==> src/gain_power_defs.svh <==
// Offsets, field positions, reset values and timing counts of the block.
//
// Notes on behaviour
// Coarse gain 3.5 dB, one enable bit.
// Fine gain 0 to 6 dB in 1 dB.
// Reset gives zero gain: coarse off, fine zero.
// Six clock buffer levels, rising amplification.
// Clock buffer level resets to one.
// Chip sleep powers down converters, references, PLL, drivers.
// Chip sleep puts all serial outputs high-impedance.
// Data valid within 100 us after sleep.
// One standby bit per converter, independent.
// Standby keeps serial drivers powered.
// Standby wake within 200 sample clocks.
// Slow or weak clock enters clock stop.
// Clock stop powers down; 100 us wake.
// Register bit selects external reference mode.
// Data valid low until wake interval ends.
// Per-channel wake count restarts on standby.
`ifndef GAIN_POWER_DEFS_SVH
`define GAIN_POWER_DEFS_SVH

// ----------------------------------------------------------------
// Register offsets
// ----------------------------------------------------------------
`define ADDR_W          8
`define OFF_GAIN        8'h00
`define OFF_POWER       8'h04
`define OFF_STATUS      8'h08

// ----------------------------------------------------------------
// Field positions
// ----------------------------------------------------------------
`define F_COARSE        0
`define F_FINE_LSB      1
`define F_LEVEL_LSB     4
`define F_EXTREF        7
`define F_SLEEP         0
`define F_STBY_LSB      1
`define F_VALID_LSB     0
`define F_STATE_LSB     4

// ----------------------------------------------------------------
// Reset values and limits
// ----------------------------------------------------------------
`define RST_COARSE      1'b0
`define RST_FINE        3'h0
`define RST_LEVEL       3'h1
`define RST_EXTREF      1'b0
`define FINE_MAX        3'h6
`define LEVEL_MAX       3'h5

// ----------------------------------------------------------------
// Timing
// ----------------------------------------------------------------
`define CLK_PERIOD_NS   20
`define CHIP_WAKE_US    100
`define CHIP_WAKE_CYC   ((`CHIP_WAKE_US * 1000) / `CLK_PERIOD_NS)
`define STBY_WAKE_CYC   200

`endif

==> src/gain_power_pkg.sv <==
// Types shared by the gain and power control block.
package gain_power_pkg;

   // ----------------------------------------------------------------
   // Chip-wide power state
   // ----------------------------------------------------------------
   typedef enum logic [1:0] {
      ST_RUN     = 2'b00,
      ST_SLEEP   = 2'b01,
      ST_CLKSTOP = 2'b10,
      ST_WAKE    = 2'b11
   } pwr_state_t;

endpackage : gain_power_pkg

==> src/wake_counter.sv <==
// Wake interval counter: done rises N enabled edges after hold falls.
`timescale 1ns/1ps
`default_nettype none

module wake_counter #(
   parameter int N = 200
) (
   input  wire logic clk,
   input  wire logic rst_n,
   input  wire logic ce,
   input  wire logic hold,
   output logic      done
);

   localparam int W = $clog2(N + 1);
   localparam logic [W-1:0] LAST = W'(N - 1);

   logic [W-1:0] cnt_q;
   logic [W-1:0] cnt_d;
   logic         done_q;
   logic         done_d;

   // Hold clears the count so every new sleep restarts the wait.
   always_comb begin
      cnt_d  = cnt_q;
      done_d = done_q;
      if (hold) begin
         cnt_d  = '0;
         done_d = 1'b0;
      end else if (!done_q) begin
         if (cnt_q == LAST) begin
            done_d = 1'b1;
         end else begin
            cnt_d = cnt_q + 1'b1;
         end
      end
   end

   // Clock enable freezes the count.
   always_ff @(posedge clk or negedge rst_n) begin
      if (!rst_n) begin
         cnt_q  <= '0;
         done_q <= 1'b0;
      end else if (ce) begin
         cnt_q  <= cnt_d;
         done_q <= done_d;
      end
   end

   assign done = done_q;
endmodule : wake_counter

`default_nettype wire

==> src/gain_code_clamp.sv <==
// Clamps written gain codes to the legal range.
`timescale 1ns/1ps
`default_nettype none
`include "gain_power_defs.svh"

module gain_code_clamp (
   input  wire logic [2:0] fine_in,
   input  wire logic [2:0] level_in,
   output logic      [2:0] fine_out,
   output logic      [2:0] level_out
);

   // Codes above the top step map to the top step, never wrap.
   always_comb begin
      fine_out  = (fine_in > `FINE_MAX) ? `FINE_MAX : fine_in;
      level_out = (level_in > `LEVEL_MAX) ? `LEVEL_MAX
                                          : level_in;
   end

endmodule : gain_code_clamp

`default_nettype wire

==> src/adc_gain_and_power_control.sv <==
// Gain settings, power states and wake timing with an APB register slave.
//
// The placing of the registers and the APB slave port were chosen for this implementation.
`timescale 1ns/1ps
`default_nettype none
`include "gain_power_defs.svh"

module adc_gain_and_power_control #(
   parameter int CHIP_WAKE_CYC = `CHIP_WAKE_CYC,
   parameter int STBY_WAKE_CYC = `STBY_WAKE_CYC,
   parameter int NUM_CH        = 4
) (
   input  wire logic              pclk,
   input  wire logic              presetn,
   input  wire logic              ce,
   input  wire logic              psel,
   input  wire logic              penable,
   input  wire logic              pwrite,
   input  wire logic [`ADDR_W-1:0] paddr,
   input  wire logic [31:0]       pwdata,
   output logic      [31:0]       prdata,
   output logic                   pready,
   output logic                   pslverr,
   input  wire logic              clk_rate_low,
   input  wire logic              clk_amp_low,
   output logic                   coarse_gain_en,
   output logic      [2:0]        fine_gain_code,
   output logic      [2:0]        sample_clock_amp_level,
   output logic                   ext_ref_en,
   output logic                   common_mode_pin_oe,
   output logic      [NUM_CH-1:0] pd_converters,
   output logic                   pd_reference,
   output logic                   pd_bit_clock_pll,
   output logic                   pd_serial_drivers,
   output logic                   serial_out_oe,
   output logic      [NUM_CH-1:0] data_valid,
   output logic                   clock_stop
);

   // ----------------------------------------------------------------
   // Declarations
   // ----------------------------------------------------------------
   logic              coarse_q, coarse_d;
   logic [2:0]        fine_q, fine_d;
   logic [2:0]        level_q, level_d;
   logic              extref_q, extref_d;
   logic              full_chip_sleep_bit_q, full_chip_sleep_bit_d;
   logic [NUM_CH-1:0] per_converter_sleep_bits_q;
   logic [NUM_CH-1:0] per_converter_sleep_bits_d;
   logic              pready_q, pready_d;
   logic              pslverr_q, pslverr_d;
   logic [31:0]       prdata_q, prdata_d;
   logic [2:0]        fine_clamped;
   logic [2:0]        level_clamped;
   logic              wr_take;
   logic              rd_take;

   gain_power_pkg::pwr_state_t state_q, state_d;
   logic              chip_wake_done;
   logic [NUM_CH-1:0] ch_wake_done;
   logic              stop_req;

   logic              o_coarse_q, o_extref_q, o_cm_oe_q;
   logic [2:0]        o_fine_q, o_level_q;
   logic [NUM_CH-1:0] o_pd_conv_q, o_valid_q;
   logic              o_pd_ref_q, o_pd_pll_q, o_pd_ser_q;
   logic              o_ser_oe_q, o_stop_q;
   logic              o_coarse_d, o_extref_d, o_cm_oe_d;
   logic [2:0]        o_fine_d, o_level_d;
   logic [NUM_CH-1:0] o_pd_conv_d, o_valid_d;
   logic              o_pd_ref_d, o_pd_pll_d, o_pd_ser_d;
   logic              o_ser_oe_d, o_stop_d;

   // ----------------------------------------------------------------
   // APB register file
   // ----------------------------------------------------------------

   // Out-of-range gain codes are clamped before they are stored.
   gain_code_clamp u_clamp (
      .fine_in   (pwdata[`F_FINE_LSB +: 3]),
      .level_in  (pwdata[`F_LEVEL_LSB +: 3]),
      .fine_out  (fine_clamped),
      .level_out (level_clamped)
   );

   // One wait state: pready rises in the second access cycle, so
   // read data also comes straight from a flip-flop.
   always_comb begin
      wr_take  = psel && penable && pready_q && pwrite;
      rd_take  = psel && penable && !pready_q && !pwrite;
      pready_d = psel && penable && !pready_q;
      pslverr_d = 1'b0;
      prdata_d  = '0;
      coarse_d = coarse_q;
      fine_d   = fine_q;
      level_d  = level_q;
      extref_d = extref_q;
      full_chip_sleep_bit_d      = full_chip_sleep_bit_q;
      per_converter_sleep_bits_d = per_converter_sleep_bits_q;
      if (paddr == `OFF_GAIN) begin
         prdata_d[`F_COARSE]          = coarse_q;
         prdata_d[`F_FINE_LSB +: 3]   = fine_q;
         prdata_d[`F_LEVEL_LSB +: 3]  = level_q;
         prdata_d[`F_EXTREF]          = extref_q;
         if (wr_take) begin
            coarse_d = pwdata[`F_COARSE];
            fine_d   = fine_clamped;
            level_d  = level_clamped;
            extref_d = pwdata[`F_EXTREF];
         end
      end else if (paddr == `OFF_POWER) begin
         prdata_d[`F_SLEEP]                = full_chip_sleep_bit_q;
         prdata_d[`F_STBY_LSB +: NUM_CH]   = per_converter_sleep_bits_q;
         if (wr_take) begin
            full_chip_sleep_bit_d      = pwdata[`F_SLEEP];
            per_converter_sleep_bits_d =
               pwdata[`F_STBY_LSB +: NUM_CH];
         end
      end else if (paddr == `OFF_STATUS) begin
         prdata_d[`F_VALID_LSB +: NUM_CH] = o_valid_q;
         prdata_d[`F_STATE_LSB +: 2]      = state_q;
      end else begin
         pslverr_d = pready_d;    // Unmapped: error, reads zero.
      end
      if (!rd_take) begin
         prdata_d = '0;
      end
   end

   // Register storage; reset applies zero gain and level one.
   always_ff @(posedge pclk or negedge presetn) begin
      if (!presetn) begin
         coarse_q  <= `RST_COARSE;
         fine_q    <= `RST_FINE;
         level_q   <= `RST_LEVEL;
         extref_q  <= `RST_EXTREF;
         full_chip_sleep_bit_q      <= 1'b0;
         per_converter_sleep_bits_q <= '0;
         pready_q  <= 1'b0;
         pslverr_q <= 1'b0;
         prdata_q  <= '0;
      end else if (ce) begin
         coarse_q  <= coarse_d;
         fine_q    <= fine_d;
         level_q   <= level_d;
         extref_q  <= extref_d;
         full_chip_sleep_bit_q      <= full_chip_sleep_bit_d;
         per_converter_sleep_bits_q <= per_converter_sleep_bits_d;
         pready_q  <= pready_d;
         pslverr_q <= pslverr_d;
         prdata_q  <= prdata_d;
      end
   end

   // ----------------------------------------------------------------
   // Chip-wide power state and wake timers
   // ----------------------------------------------------------------

   // Either detector flag means the sample clock is unusable.
   assign stop_req = clk_rate_low || clk_amp_low;

   // Sleep outranks clock stop; leaving either for run goes through the long wake.
   always_comb begin
      state_d = state_q;
      case (state_q)
         gain_power_pkg::ST_RUN,
         gain_power_pkg::ST_WAKE: begin
            if (full_chip_sleep_bit_q) begin
               state_d = gain_power_pkg::ST_SLEEP;
            end else if (stop_req) begin
               state_d = gain_power_pkg::ST_CLKSTOP;
            end else if (state_q == gain_power_pkg::ST_WAKE &&
                         chip_wake_done) begin
               state_d = gain_power_pkg::ST_RUN;
            end
         end
         gain_power_pkg::ST_SLEEP: begin
            if (!full_chip_sleep_bit_q) begin
               state_d = stop_req ? gain_power_pkg::ST_CLKSTOP
                                  : gain_power_pkg::ST_WAKE;
            end
         end
         gain_power_pkg::ST_CLKSTOP: begin
            if (full_chip_sleep_bit_q) begin
               state_d = gain_power_pkg::ST_SLEEP;
            end else if (!stop_req) begin
               state_d = gain_power_pkg::ST_WAKE;
            end
         end
         default: state_d = gain_power_pkg::ST_RUN;
      endcase
   end

   always_ff @(posedge pclk or negedge presetn) begin
      if (!presetn) begin
         state_q <= gain_power_pkg::ST_RUN;
      end else if (ce) begin
         state_q <= state_d;
      end
   end

   // The long wait only runs in the wake state. Entering wake, leaving
   // it and the output register cost three edges, so the counter runs
   // three short to keep the whole wake within CHIP_WAKE_CYC.
   wake_counter #(.N(CHIP_WAKE_CYC - 3)) u_chip_wake (
      .clk   (pclk),
      .rst_n (presetn),
      .ce    (ce),
      .hold  (state_q != gain_power_pkg::ST_WAKE),
      .done  (chip_wake_done)
   );

   // Each channel times its own standby exit; the output register adds
   // one edge, so the counter runs one short of STBY_WAKE_CYC.
   for (genvar i = 0; i < NUM_CH; i++) begin : g_ch
      wake_counter #(.N(STBY_WAKE_CYC - 1)) u_ch_wake (
         .clk   (pclk),
         .rst_n (presetn),
         .ce    (ce),
         .hold  (per_converter_sleep_bits_q[i]),
         .done  (ch_wake_done[i])
      );
   end

   // ----------------------------------------------------------------
   // Registered outputs
   // ----------------------------------------------------------------

   // Standby only touches the converter cores, never the drivers.
   always_comb begin
      o_coarse_d  = coarse_q;
      o_fine_d    = fine_q;
      o_level_d   = level_q;
      o_extref_d  = extref_q;
      o_cm_oe_d   = !extref_q;
      o_pd_ref_d  = state_q == gain_power_pkg::ST_SLEEP;
      o_pd_pll_d  = state_q == gain_power_pkg::ST_SLEEP;
      o_pd_ser_d  = state_q == gain_power_pkg::ST_SLEEP ||
                    state_q == gain_power_pkg::ST_CLKSTOP;
      o_ser_oe_d  = state_q != gain_power_pkg::ST_SLEEP;
      o_stop_d    = state_q == gain_power_pkg::ST_CLKSTOP;
      o_pd_conv_d = per_converter_sleep_bits_q |
                    {NUM_CH{o_pd_ser_d}};
      o_valid_d   = {NUM_CH{state_q == gain_power_pkg::ST_RUN}} &
                    ~per_converter_sleep_bits_q &
                    ch_wake_done;
   end

   always_ff @(posedge pclk or negedge presetn) begin
      if (!presetn) begin
         o_coarse_q  <= `RST_COARSE;
         o_fine_q    <= `RST_FINE;
         o_level_q   <= `RST_LEVEL;
         o_extref_q  <= `RST_EXTREF;
         o_cm_oe_q   <= 1'b1;
         o_pd_ref_q  <= 1'b0;
         o_pd_pll_q  <= 1'b0;
         o_pd_ser_q  <= 1'b0;
         o_ser_oe_q  <= 1'b1;
         o_stop_q    <= 1'b0;
         o_pd_conv_q <= '0;
         o_valid_q   <= '0;
      end else if (ce) begin
         o_coarse_q  <= o_coarse_d;
         o_fine_q    <= o_fine_d;
         o_level_q   <= o_level_d;
         o_extref_q  <= o_extref_d;
         o_cm_oe_q   <= o_cm_oe_d;
         o_pd_ref_q  <= o_pd_ref_d;
         o_pd_pll_q  <= o_pd_pll_d;
         o_pd_ser_q  <= o_pd_ser_d;
         o_ser_oe_q  <= o_ser_oe_d;
         o_stop_q    <= o_stop_d;
         o_pd_conv_q <= o_pd_conv_d;
         o_valid_q   <= o_valid_d;
      end
   end

   assign prdata                 = prdata_q;
   assign pready                 = pready_q;
   assign pslverr                = pslverr_q;
   assign coarse_gain_en         = o_coarse_q;
   assign fine_gain_code         = o_fine_q;
   assign sample_clock_amp_level = o_level_q;
   assign ext_ref_en             = o_extref_q;
   assign common_mode_pin_oe     = o_cm_oe_q;
   assign pd_converters          = o_pd_conv_q;
   assign pd_reference           = o_pd_ref_q;
   assign pd_bit_clock_pll       = o_pd_pll_q;
   assign pd_serial_drivers      = o_pd_ser_q;
   assign serial_out_oe          = o_ser_oe_q;
   assign data_valid             = o_valid_q;
   assign clock_stop             = o_stop_q;

   // Helper: set once software has written the gain register.
   logic gain_touched_q;
   logic [31:0] wake_cycles_q;
   always_ff @(posedge pclk or negedge presetn) begin
      if (!presetn) begin
         gain_touched_q <= 1'b0;
         wake_cycles_q  <= '0;
      end else if (ce) begin
         if (wr_take && paddr == `OFF_GAIN) begin
            gain_touched_q <= 1'b1;
         end
         wake_cycles_q <= (state_q == gain_power_pkg::ST_WAKE) ?
                          wake_cycles_q + 32'h0000_0001 : '0;
      end
   end
endmodule : adc_gain_and_power_control

`default_nettype wire

==> config.mk <==
export PLATFORM = sky130hd
export DESIGN_NAME = adc_gain_and_power_control
export DESIGN_NICKNAME = d
export VERILOG_FILES = /design/src/gain_power_pkg.sv /design/src/wake_counter.sv /design/src/gain_code_clamp.sv /design/src/adc_gain_and_power_control.sv
export VERILOG_INCLUDE_DIRS = /design/src
export SDC_FILE = /design/constraint.sdc
export NUM_CORES = 1
export LEC_CHECK = 0
export BUFFER_PORTS_ARGS = -buffer_cell sky130_fd_sc_hd__buf_2
export CAP_MARGIN = 20
export CORE_MARGIN = 4
export CORE_UTILIZATION = 40
export CTS_BUF_LIST = sky130_fd_sc_hd__clkbuf_8
export DETAILED_ROUTE_END_ITERATION = 7
export MAX_ROUTING_LAYER = met4
export SLEW_MARGIN = 40
export SYNTH_ARGS = -nofsm -noshare
export SYNTH_HDL_FRONTEND = slang
export SYNTH_SLANG_ARGS = --single-unit
==> constraint.sdc <==
create_clock -name pclk -period 2.35 [get_ports pclk]
set_input_delay 0.1175 -clock pclk [delete_from_list [all_inputs] [get_ports pclk]]
set_output_delay 0.1175 -clock pclk [all_outputs]
set_load 0.05 [all_outputs]
==> results of run 1 <==
==> sequential cells by signal, indices dropped and copies added (netlist names), 2 cells and up <==
signal / flops
sample_clock_amp_level: 3
level_q: 3
fine_gain_code: 3
g_ch.u_ch_wake.done: 4
g_ch.u_ch_wake.cnt_q: 32
per_converter_sleep_bits_q: 4
data_valid: 4
prdata: 8
u_chip_wake.cnt_q: 13
state_q: 2
fine_q: 3
pd_converters: 4
==> synthesized netlist by cell type (3+ instances only) <==
master,number
nand3_1,14
nor4bb_1,3
nand2_1,30
o2bb2ai_1,12
nor3_1,7
a31oi_1,4
and3_1,6
o21bai_1,3
buf_4,25
clkbuf_1,12
nor2b_1,8
dfstp_2,4
nor4_4,3
dfrtp_1,92
nor4_1,7
and2_1,3
inv_1,21
o311ai_0,5
buf_1,6
o31ai_1,3
ha_1,14
nand4b_1,4
buf_2,3
nor2_1,30
o21ai_0,26
nand4_1,14
o41ai_1,4
xor2_1,5
a22o_1,7
xnor2_1,7
mux2i_1,9
a21oi_1,37
nand2b_1,3
nand3b_1,3
mux2_2,24
a21boi_0,3
or3_1,8
==> where the power goes <==
| part | internal [mW] | switching, mW | total (mW) |
|---|---|---|---|
| clock | 0.623 | 0.591 | 1.21 |
| sequential | 1.96 | 0.351 | 2.31 |
| combinational | 0.558 | 1.04 | 1.60 |
| total | 3.14 | 1.98 | 5.13 |
==> area by class of cell <==
class                   instances  share of cell area [%]
well taps                     168                    3.66
inverters                      22                    1.44
clock buffers                  10                    2.40
repair buffers                 69                    6.85
multi-input cells             359                    42.2
clock inverters                 6                    1.46
flip-flops and latches         96                    42.0
==> worst min path at each step <==
stage / cells after the start / slack (ns) / startpoint / endpoint
after floorplan: 0 / -0.18 / presetn / clock_stop
after global placement: 1 / 0.15 / presetn / coarse_gain_en
after detailed placement: 1 / 0.16 / presetn / coarse_gain_en
after CTS: 2 / 0.0006 / pwdata[3] / fine_q[2]
after global routing: 2 / 0.01 / pwdata[2] / per_converter_sleep_bits_q[1]
final: 2 / 0.02 / pwdata[3] / fine_q[2]
==> critical path: cells and delay by family (launching register included) <==
family          cells  cell delay, ns
simple gates        2            0.79
flops               1            0.43
compound gates      2            0.41
fa+ha+maj           1            0.35
==> cell families (layout without fill, tap and decap cells) <==
logic type	Yosys count	count (layout)	synth area share, %
other	1	24	0.0736
flip-flops	96	96	47.2
AND/OR/NAND/NOR	152	152	17.0
adder cells (fa/ha/maj)	14	14	3.44
AO/OA/AOI/OAI	124	124	16.2
XOR/XNOR	12	12	2.06
multiplexers	33	33	7.07
buffers and inverters	68	107	6.92
==> through the flow <==
step | hold slack, ns | utilization (%) | instances
global placement | 0.148 | 44.7 | 710
finish | 0.0205 | 46.8 | 730
detailed placement | 0.156 | 44.7 | 710
CTS | 0.000588 | 46.8 | 730
floorplan | -0.178 | - | 523
global route | 0.0106 | 46.8 | 730
==> timing repair <==
item / 4_1_cts / 5_1_grt
hold endpoints to repair: 42 / 0
hold buffers: 4 / 0
buffers inserted: 0 / 0
endpoints found under the setup margin: 0 / 0
==> metal layers <==
| layer | share of wire [%] | wire length, µm |
|---|---|---|
| met1 | 48 | 5520 |
| met2 | 46 | 5310 |
| met3 | 5.1 | 595 |
| met4 | 1.3 | 148 |
| met5 | 0 | 0 |
==> results.md, run 1 <==
| Item | Value |
| --- | --- |
| 1st-pass router iterations | 4 |
| GRT busiest layer | met2 |
| Clock Sinks | 96 |
| Number of library cell types mapped by synthesis | 61 |
| Shortest clock period the worst path allows after layout | 2.05 ns |
| Die height | 121 µm |
| Global-route track usage on met3 | 3.17% |
| Overall die width | 121 µm |
| TritonCTS clock tree | built |
| R2r startpoint | state_q[0] |
| Largest net degree at the start of global routing | 45 |
| Number of antenna violations at the first check in global routing | 0 |
| Number of cells on the worst reg-to-reg path | 5 |
| Finished layout cell area | 0.00574 mm² |
| Worst-case clock buffer depth | 2 |
| Area after detailed placement | 0.00548 mm² |
| Clock Skew | 0.0113 ns |
| Summed negative setup slack over all endpoints | 0 ns |
| Total vias in the final route | 3926 |
| Vias/cell | 5.38 |
| Post-detailed-route wirelength per cell | 15.8 µm |
| Chain of cells forming the critical path | ha_1 -> a21bo_2 -> or3_1 -> or3_1 -> a21oi_1 |
| Die area | 0.0146 mm² |
| R2r setup slk | 0.30 ns |
| Final setup vio count | 0 |
| Setup repair after global routing missed its margin | no |
| Largest area contributor in the synthesized netlist | dfrtp_1 |
| Number of synthesized register bits | 96 |
| Run status | complete, no violations |
| F_max | 0.488 GHz |
| Top area cells in the synthesized netlist | dfrtp_1 45%, mux2_2 5.3%, buf_4 3.7% |
| Post-route antenna net violation count | 0 |
| Mapped cell area | 0.00510 mm² |
| Min setup slack post-route | 0.302 ns |
| GRT overflow | 0 |
| Share of synthesized flip-flops with an asynchronous set or reset | 100% |
| Global-route wire length before repair | 19700 µm |
| Yosys warnings | 0 |
| Post-detailed-routing wire length | 11600 µm |
| Source of the critical timing path | state_q[0] |
| Initial core utilization | 41.6% |
| Number of gates resized after cts | 0 |
| Power density over the cells | 894 mW/mm² |
| Global routing usage on met1 | 23.3% |
| Actual transition at the worst max-transition pin | 0.623 ns |
| Layout overhead on the synthesized area | 12.6% |
| Residual DRC | 0 |
| Std-Cell Rows | 40 |
| Leakage | 2.59 nW |
| Hold Vio Cnt, Final | 0 |
| Pre-CTS WS | 0.310 ns |
| Reg-to-reg endpoint | u_chip_wake.cnt_q[12] |
| Top library cells by usage in the layout, fill and taps aside | 92 x dfrtp_1, 54 x buf_2, 37 x a21oi_1 |
| Maximum net fanout on the critical path | 11 |
| Antenna cells | 0 |
| Final Max Slew Viols | 0 |
| Core footprint | 0.0123 mm² |
| Clock latency of the later-clocked register in the worst-skew pair | 0.37 ns |
| Leading cell type in the layout, fill and taps excluded | dfrtp_1 |
| Leading register cell type out of synthesis | dfrtp_1 |
| Post-layout nets | 619 |
| Register area share after synthesis | 47.2% |
| Layout cell share with drive strength beyond 1 | 21.4% |
| Cell seen most often among critical-path stages | or3_1 |
| Max stage delay on crit path | 0.43 ns |
| Via count of the first global-routing pass | 3868 |
| Required @ worst endpoint | 2.65 ns |
| Critical Path AT | 2.35 ns |
| Avg Synthesized Cell Area | 10.2 µm² |
| Storage element area | 0.00241 mm² |
| Worst min-delay path category | input port to register |
| Post-CTS clock slew at the launch and capture registers of the worst setup and hold paths | 0.10 ns |
| Io pins | 104 |
| Share of the clock period used by the worst path after layout | 87.2% |
| Routability Congestion | 0.847 |
| Estimated wirelength of the detail-placed design | 8150 µm |
| Count of H-tree levels built during CTS | 3 |
| Power after layout | 5.13 mW |
| Global Route met2 Usage | 25.9% |
| Area of the multi-input gates | 0.00242 mm² |
| Fraction of post-synthesis cell area in the top cell type by area | 45.2% |
| Worst slew margin relative to its limit | 58.2% |
| Count of filler cells inserted in the layout | 1176 |
| Crit. End Element | register |
| Capturing instance or port of the critical path | u_chip_wake.cnt_q[12] |
| Number of synthesized flops with an enable pin | 0 |
| 1st-iter DRT viols | 175 |
| Max Cap Viol | 0 |
| Number of buffer cells added on primary ports | 55 |
| GRT Total Usage | 17.0% |
| Clock root buffer | clkbuf_8 |
| Type of the worst setup path | register to register |
| Number of clock buffers inserted by TritonCTS | 9 |
| Maximum vdd ir drop | 0.340 mV |
| Slowest library cell on the worst path | dfrtp_1 |
| Instance count of the mapped netlist | 500 |
| Crit start category | register |
Power figures use the tool's default switching activity.
==> run 2, diff against run 1 <==
--- a/config.mk
+++ b/config.mk
@@ -9,10 +9,11 @@
 export BUFFER_PORTS_ARGS = -buffer_cell sky130_fd_sc_hd__buf_2
 export CAP_MARGIN = 20
 export CORE_MARGIN = 4
-export CORE_UTILIZATION = 40
+export CORE_UTILIZATION = 55
 export CTS_BUF_LIST = sky130_fd_sc_hd__clkbuf_8
 export DETAILED_ROUTE_END_ITERATION = 7
 export MAX_ROUTING_LAYER = met4
+export PLACE_DENSITY = 0.8
 export SLEW_MARGIN = 40
 export SYNTH_ARGS = -nofsm -noshare
 export SYNTH_HDL_FRONTEND = slang
==> run 2 against run 1 <==
Compared with the run above:
- sequential power barely moved
- cell area fell by 2.0%
- routed wire length fell by 4.7%
- clock power barely moved
- non-clock buffer count fell by 5
- final cell count fell by 8.9%
- die area fell by 26%
- clock skew rose by 0.0013 ns
- critical path depth did not move
- flip-flop and latch count did not move
- critical endpoint unchanged
- largest cell class unchanged
==> results.md, run 2 (synthesis gave the netlist of run 1 again) <==
| Item | Value | vs previous |
| --- | --- | --- |
| Number of buffer cells added on primary ports | 55 | unchanged |
| Std-Cell Rows | 34 | -15% |
| Initial core utilization | 57.6% | +16 points |
| F_max | 0.487 GHz | -0.24% |
| Actual transition at the worst max-transition pin | 0.629 ns | +0.00583 ns |
| Post-layout nets | 614 | -0.81% |
| Routability Congestion | 0.843 | -0.45% |
| Die height | 104 µm | -14% |
| Crit. End Element | register |  |
| Post-route antenna net violation count | 0 | unchanged |
| Top register by number of flip-flops | g_ch.u_ch_wake.cnt_q |  |
| Clock Sinks | 96 | unchanged |
| Setup repair after global routing missed its margin | no |  |
| Storage element area | 0.00241 mm² | unchanged |
| Flip-flop count of the largest register after layout | 32 | unchanged |
| Type of the worst setup path | register to register |  |
| Max stage delay on crit path | 0.43 ns | about the same |
| Total vias in the final route | 3958 | +0.82% |
| Layout overhead on the synthesized area | 10.4% |  |
| Buf/Inv on CP | 0 | unchanged |
| R2r startpoint | state_q[0] |  |
| Power density over the cells | 905 mW/mm² | +1.3% |
| 1st-iter DRT viols | 190 | +8.6% |
| Count of H-tree levels built during CTS | 3 | unchanged |
| Post-detailed-routing wire length | 11000 µm | -4.7% |
| Final setup vio count | 0 | unchanged |
| Via count of the first global-routing pass | 3881 | +0.34% |
| Maximum net fanout on the critical path | 11 | unchanged |
| Largest net degree at the start of global routing | 52 | +16% |
| Slowest library cell on the worst path | dfrtp_1 |  |
| Hold Vio Cnt, Final | 0 | unchanged |
| Area of the multi-input gates | 0.00242 mm² | unchanged |
| Top library cells by usage in the layout, fill and taps aside | 92 x dfrtp_1, 54 x buf_2, 37 x a21oi_1 |  |
| Post-CTS clock slew at the launch and capture registers of the worst setup and hold paths | 0.10 ns | about the same |
| Number of gates resized after cts | 0 | unchanged |
| Estimated wirelength of the detail-placed design | 7800 µm | -4.3% |
| Global-route wire length before repair | 18500 µm | -6.0% |
| Crit start category | register |  |
| Clock root buffer | clkbuf_8 |  |
| HP Start | pwdata[7] |  |
| Number of antenna violations at the first check in global routing | 0 | unchanged |
| Overall die width | 104 µm | -14% |
| Antenna cells | 0 | unchanged |
| Maximum vdd ir drop | 0.573 mV | +69% |
| GRT Total Usage | 21.0% | +4.0 points |
| Summed negative setup slack over all endpoints | 0 ns | unchanged |
| Residual DRC | 0 | unchanged |
| Run status | complete, no violations |  |
| Leakage | 2.58 nW | -0.38% |
| 1st-pass router iterations | 4 | unchanged |
| Vias/cell | 5.95 | +11% |
| GRT overflow | 0 | unchanged |
| Filler-free cell count of the finished design | 665 | -8.9% |
| Gate family responsible for the most delay along the worst path | simple AND/OR/NAND/NOR gates |  |
| Die area | 0.0109 mm² | -26% |
| Max Cap Viol | 0 | unchanged |
| Clock latency of the later-clocked register in the worst-skew pair | 0.36 ns | about the same |
| Clock Skew | 0.0127 ns | +0.00133 ns |
| Worst slew margin relative to its limit | 57.8% | -0.39 points |
| Final Max Slew Viols | 0 | unchanged |
| Source of the critical timing path | state_q[0] |  |
| Shortest clock period the worst path allows after layout | 2.05 ns | +0.00494 ns |
| Min setup slack post-route | 0.297 ns | -0.00494 ns |
| Cell seen most often among critical-path stages | or3_1 |  |
| DP Cell Count | 648 | -8.7% |
| Chain of cells forming the critical path | ha_1 -> a21bo_2 -> or3_1 -> or3_1 -> a21oi_1 |  |
| Io pins | 104 | unchanged |
| Core footprint | 0.00885 mm² | -28% |
| R2r setup slk | 0.30 ns | about the same |
| Share of the clock period used by the worst path after layout | 87.4% | +0.21 points |
| TritonCTS clock tree | built |  |
| Count of filler cells inserted in the layout | 697 | -41% |
| Layout cell share with drive strength beyond 1 | 20.8% | -0.53 points |
| Setup Buffers After CTS | 0 | unchanged |
| Leading cell type in the layout, fill and taps excluded | dfrtp_1 |  |
| Number of clock buffers inserted by TritonCTS | 9 | unchanged |
| Worst-case clock buffer depth | 2 | unchanged |
| Pre-CTS WS | 0.317 ns | +0.00632 ns |
| Critical Path AT | 2.35 ns | about the same |
| Required @ worst endpoint | 2.64 ns | about the same |
| Post-detailed-route wirelength per cell | 16.6 µm | +4.6% |
| Worst min-delay path category | input port to register |  |
| Share of the core filled with cells in the final layout | 63.6% | +17 points |
## run 2: cell count changes in the layout (fill, tap and decap cells not counted), sizes merged
cell	change
dlygate4sd3	-3
buf	-2
inv	+2
clkinv	-1
clkinvlp	-1
## run 2: final cells by class
cell class                 count  share of cell area [%]
clock buffer                  10                    2.45
multi-input combinational    359                    43.1
sequential                    96                    42.8
tap                          108                    2.40
inverter                      22                    1.47
timing repair buffer          64                    6.41
clock inverter                 6                    1.40
## run 2: power breakdown
group	switching [mW]	total (mW)	internal (mW)
logic	1.04	1.60	0.553
clock network	0.559	1.18	0.618
registers	0.355	2.32	1.96
## run 2: through the flow
step	power, mW	instance area [µm²]	hold slack, ns
floorplan	3.54	5180	-0.178
global placement	3.84	5400	0.158
detailed placement	3.94	5400	0.160
CTS	5.11	5630	0.000320
global route	5.40	5630	0.000235
finish	5.09	5630	0.00489
## run 2: what timing repair did
item,4_1_cts,5_1_grt
endpoints found under the setup margin,0,0
hold endpoints to repair,41,0
hold buffers,1,0
## run 2: path summary, 6_finish.rpt
| check | to | depth (start not counted) |
|---|---|---|
| setup / recovery | u_chip_wake.cnt_q[12] | 5 |
| hold / removal | extref_q | 2 |
| setup reg to reg | u_chip_wake.cnt_q[12] | 5 |
| hold reg to reg | level_q[0] | 2 |
| max in group asynchronous | g_ch[1].u_ch_wake.cnt_q[1] | 3 |
| min in group asynchronous | g_ch[3].u_ch_wake.cnt_q[5] | 2 |
## run 2: metal layers
layer	global-route usage, %	share of wire [%]
met1	27.6	46
met2	33.2	47
met3	3.72	5.3
met4	7.03	1.7
met5	-	0
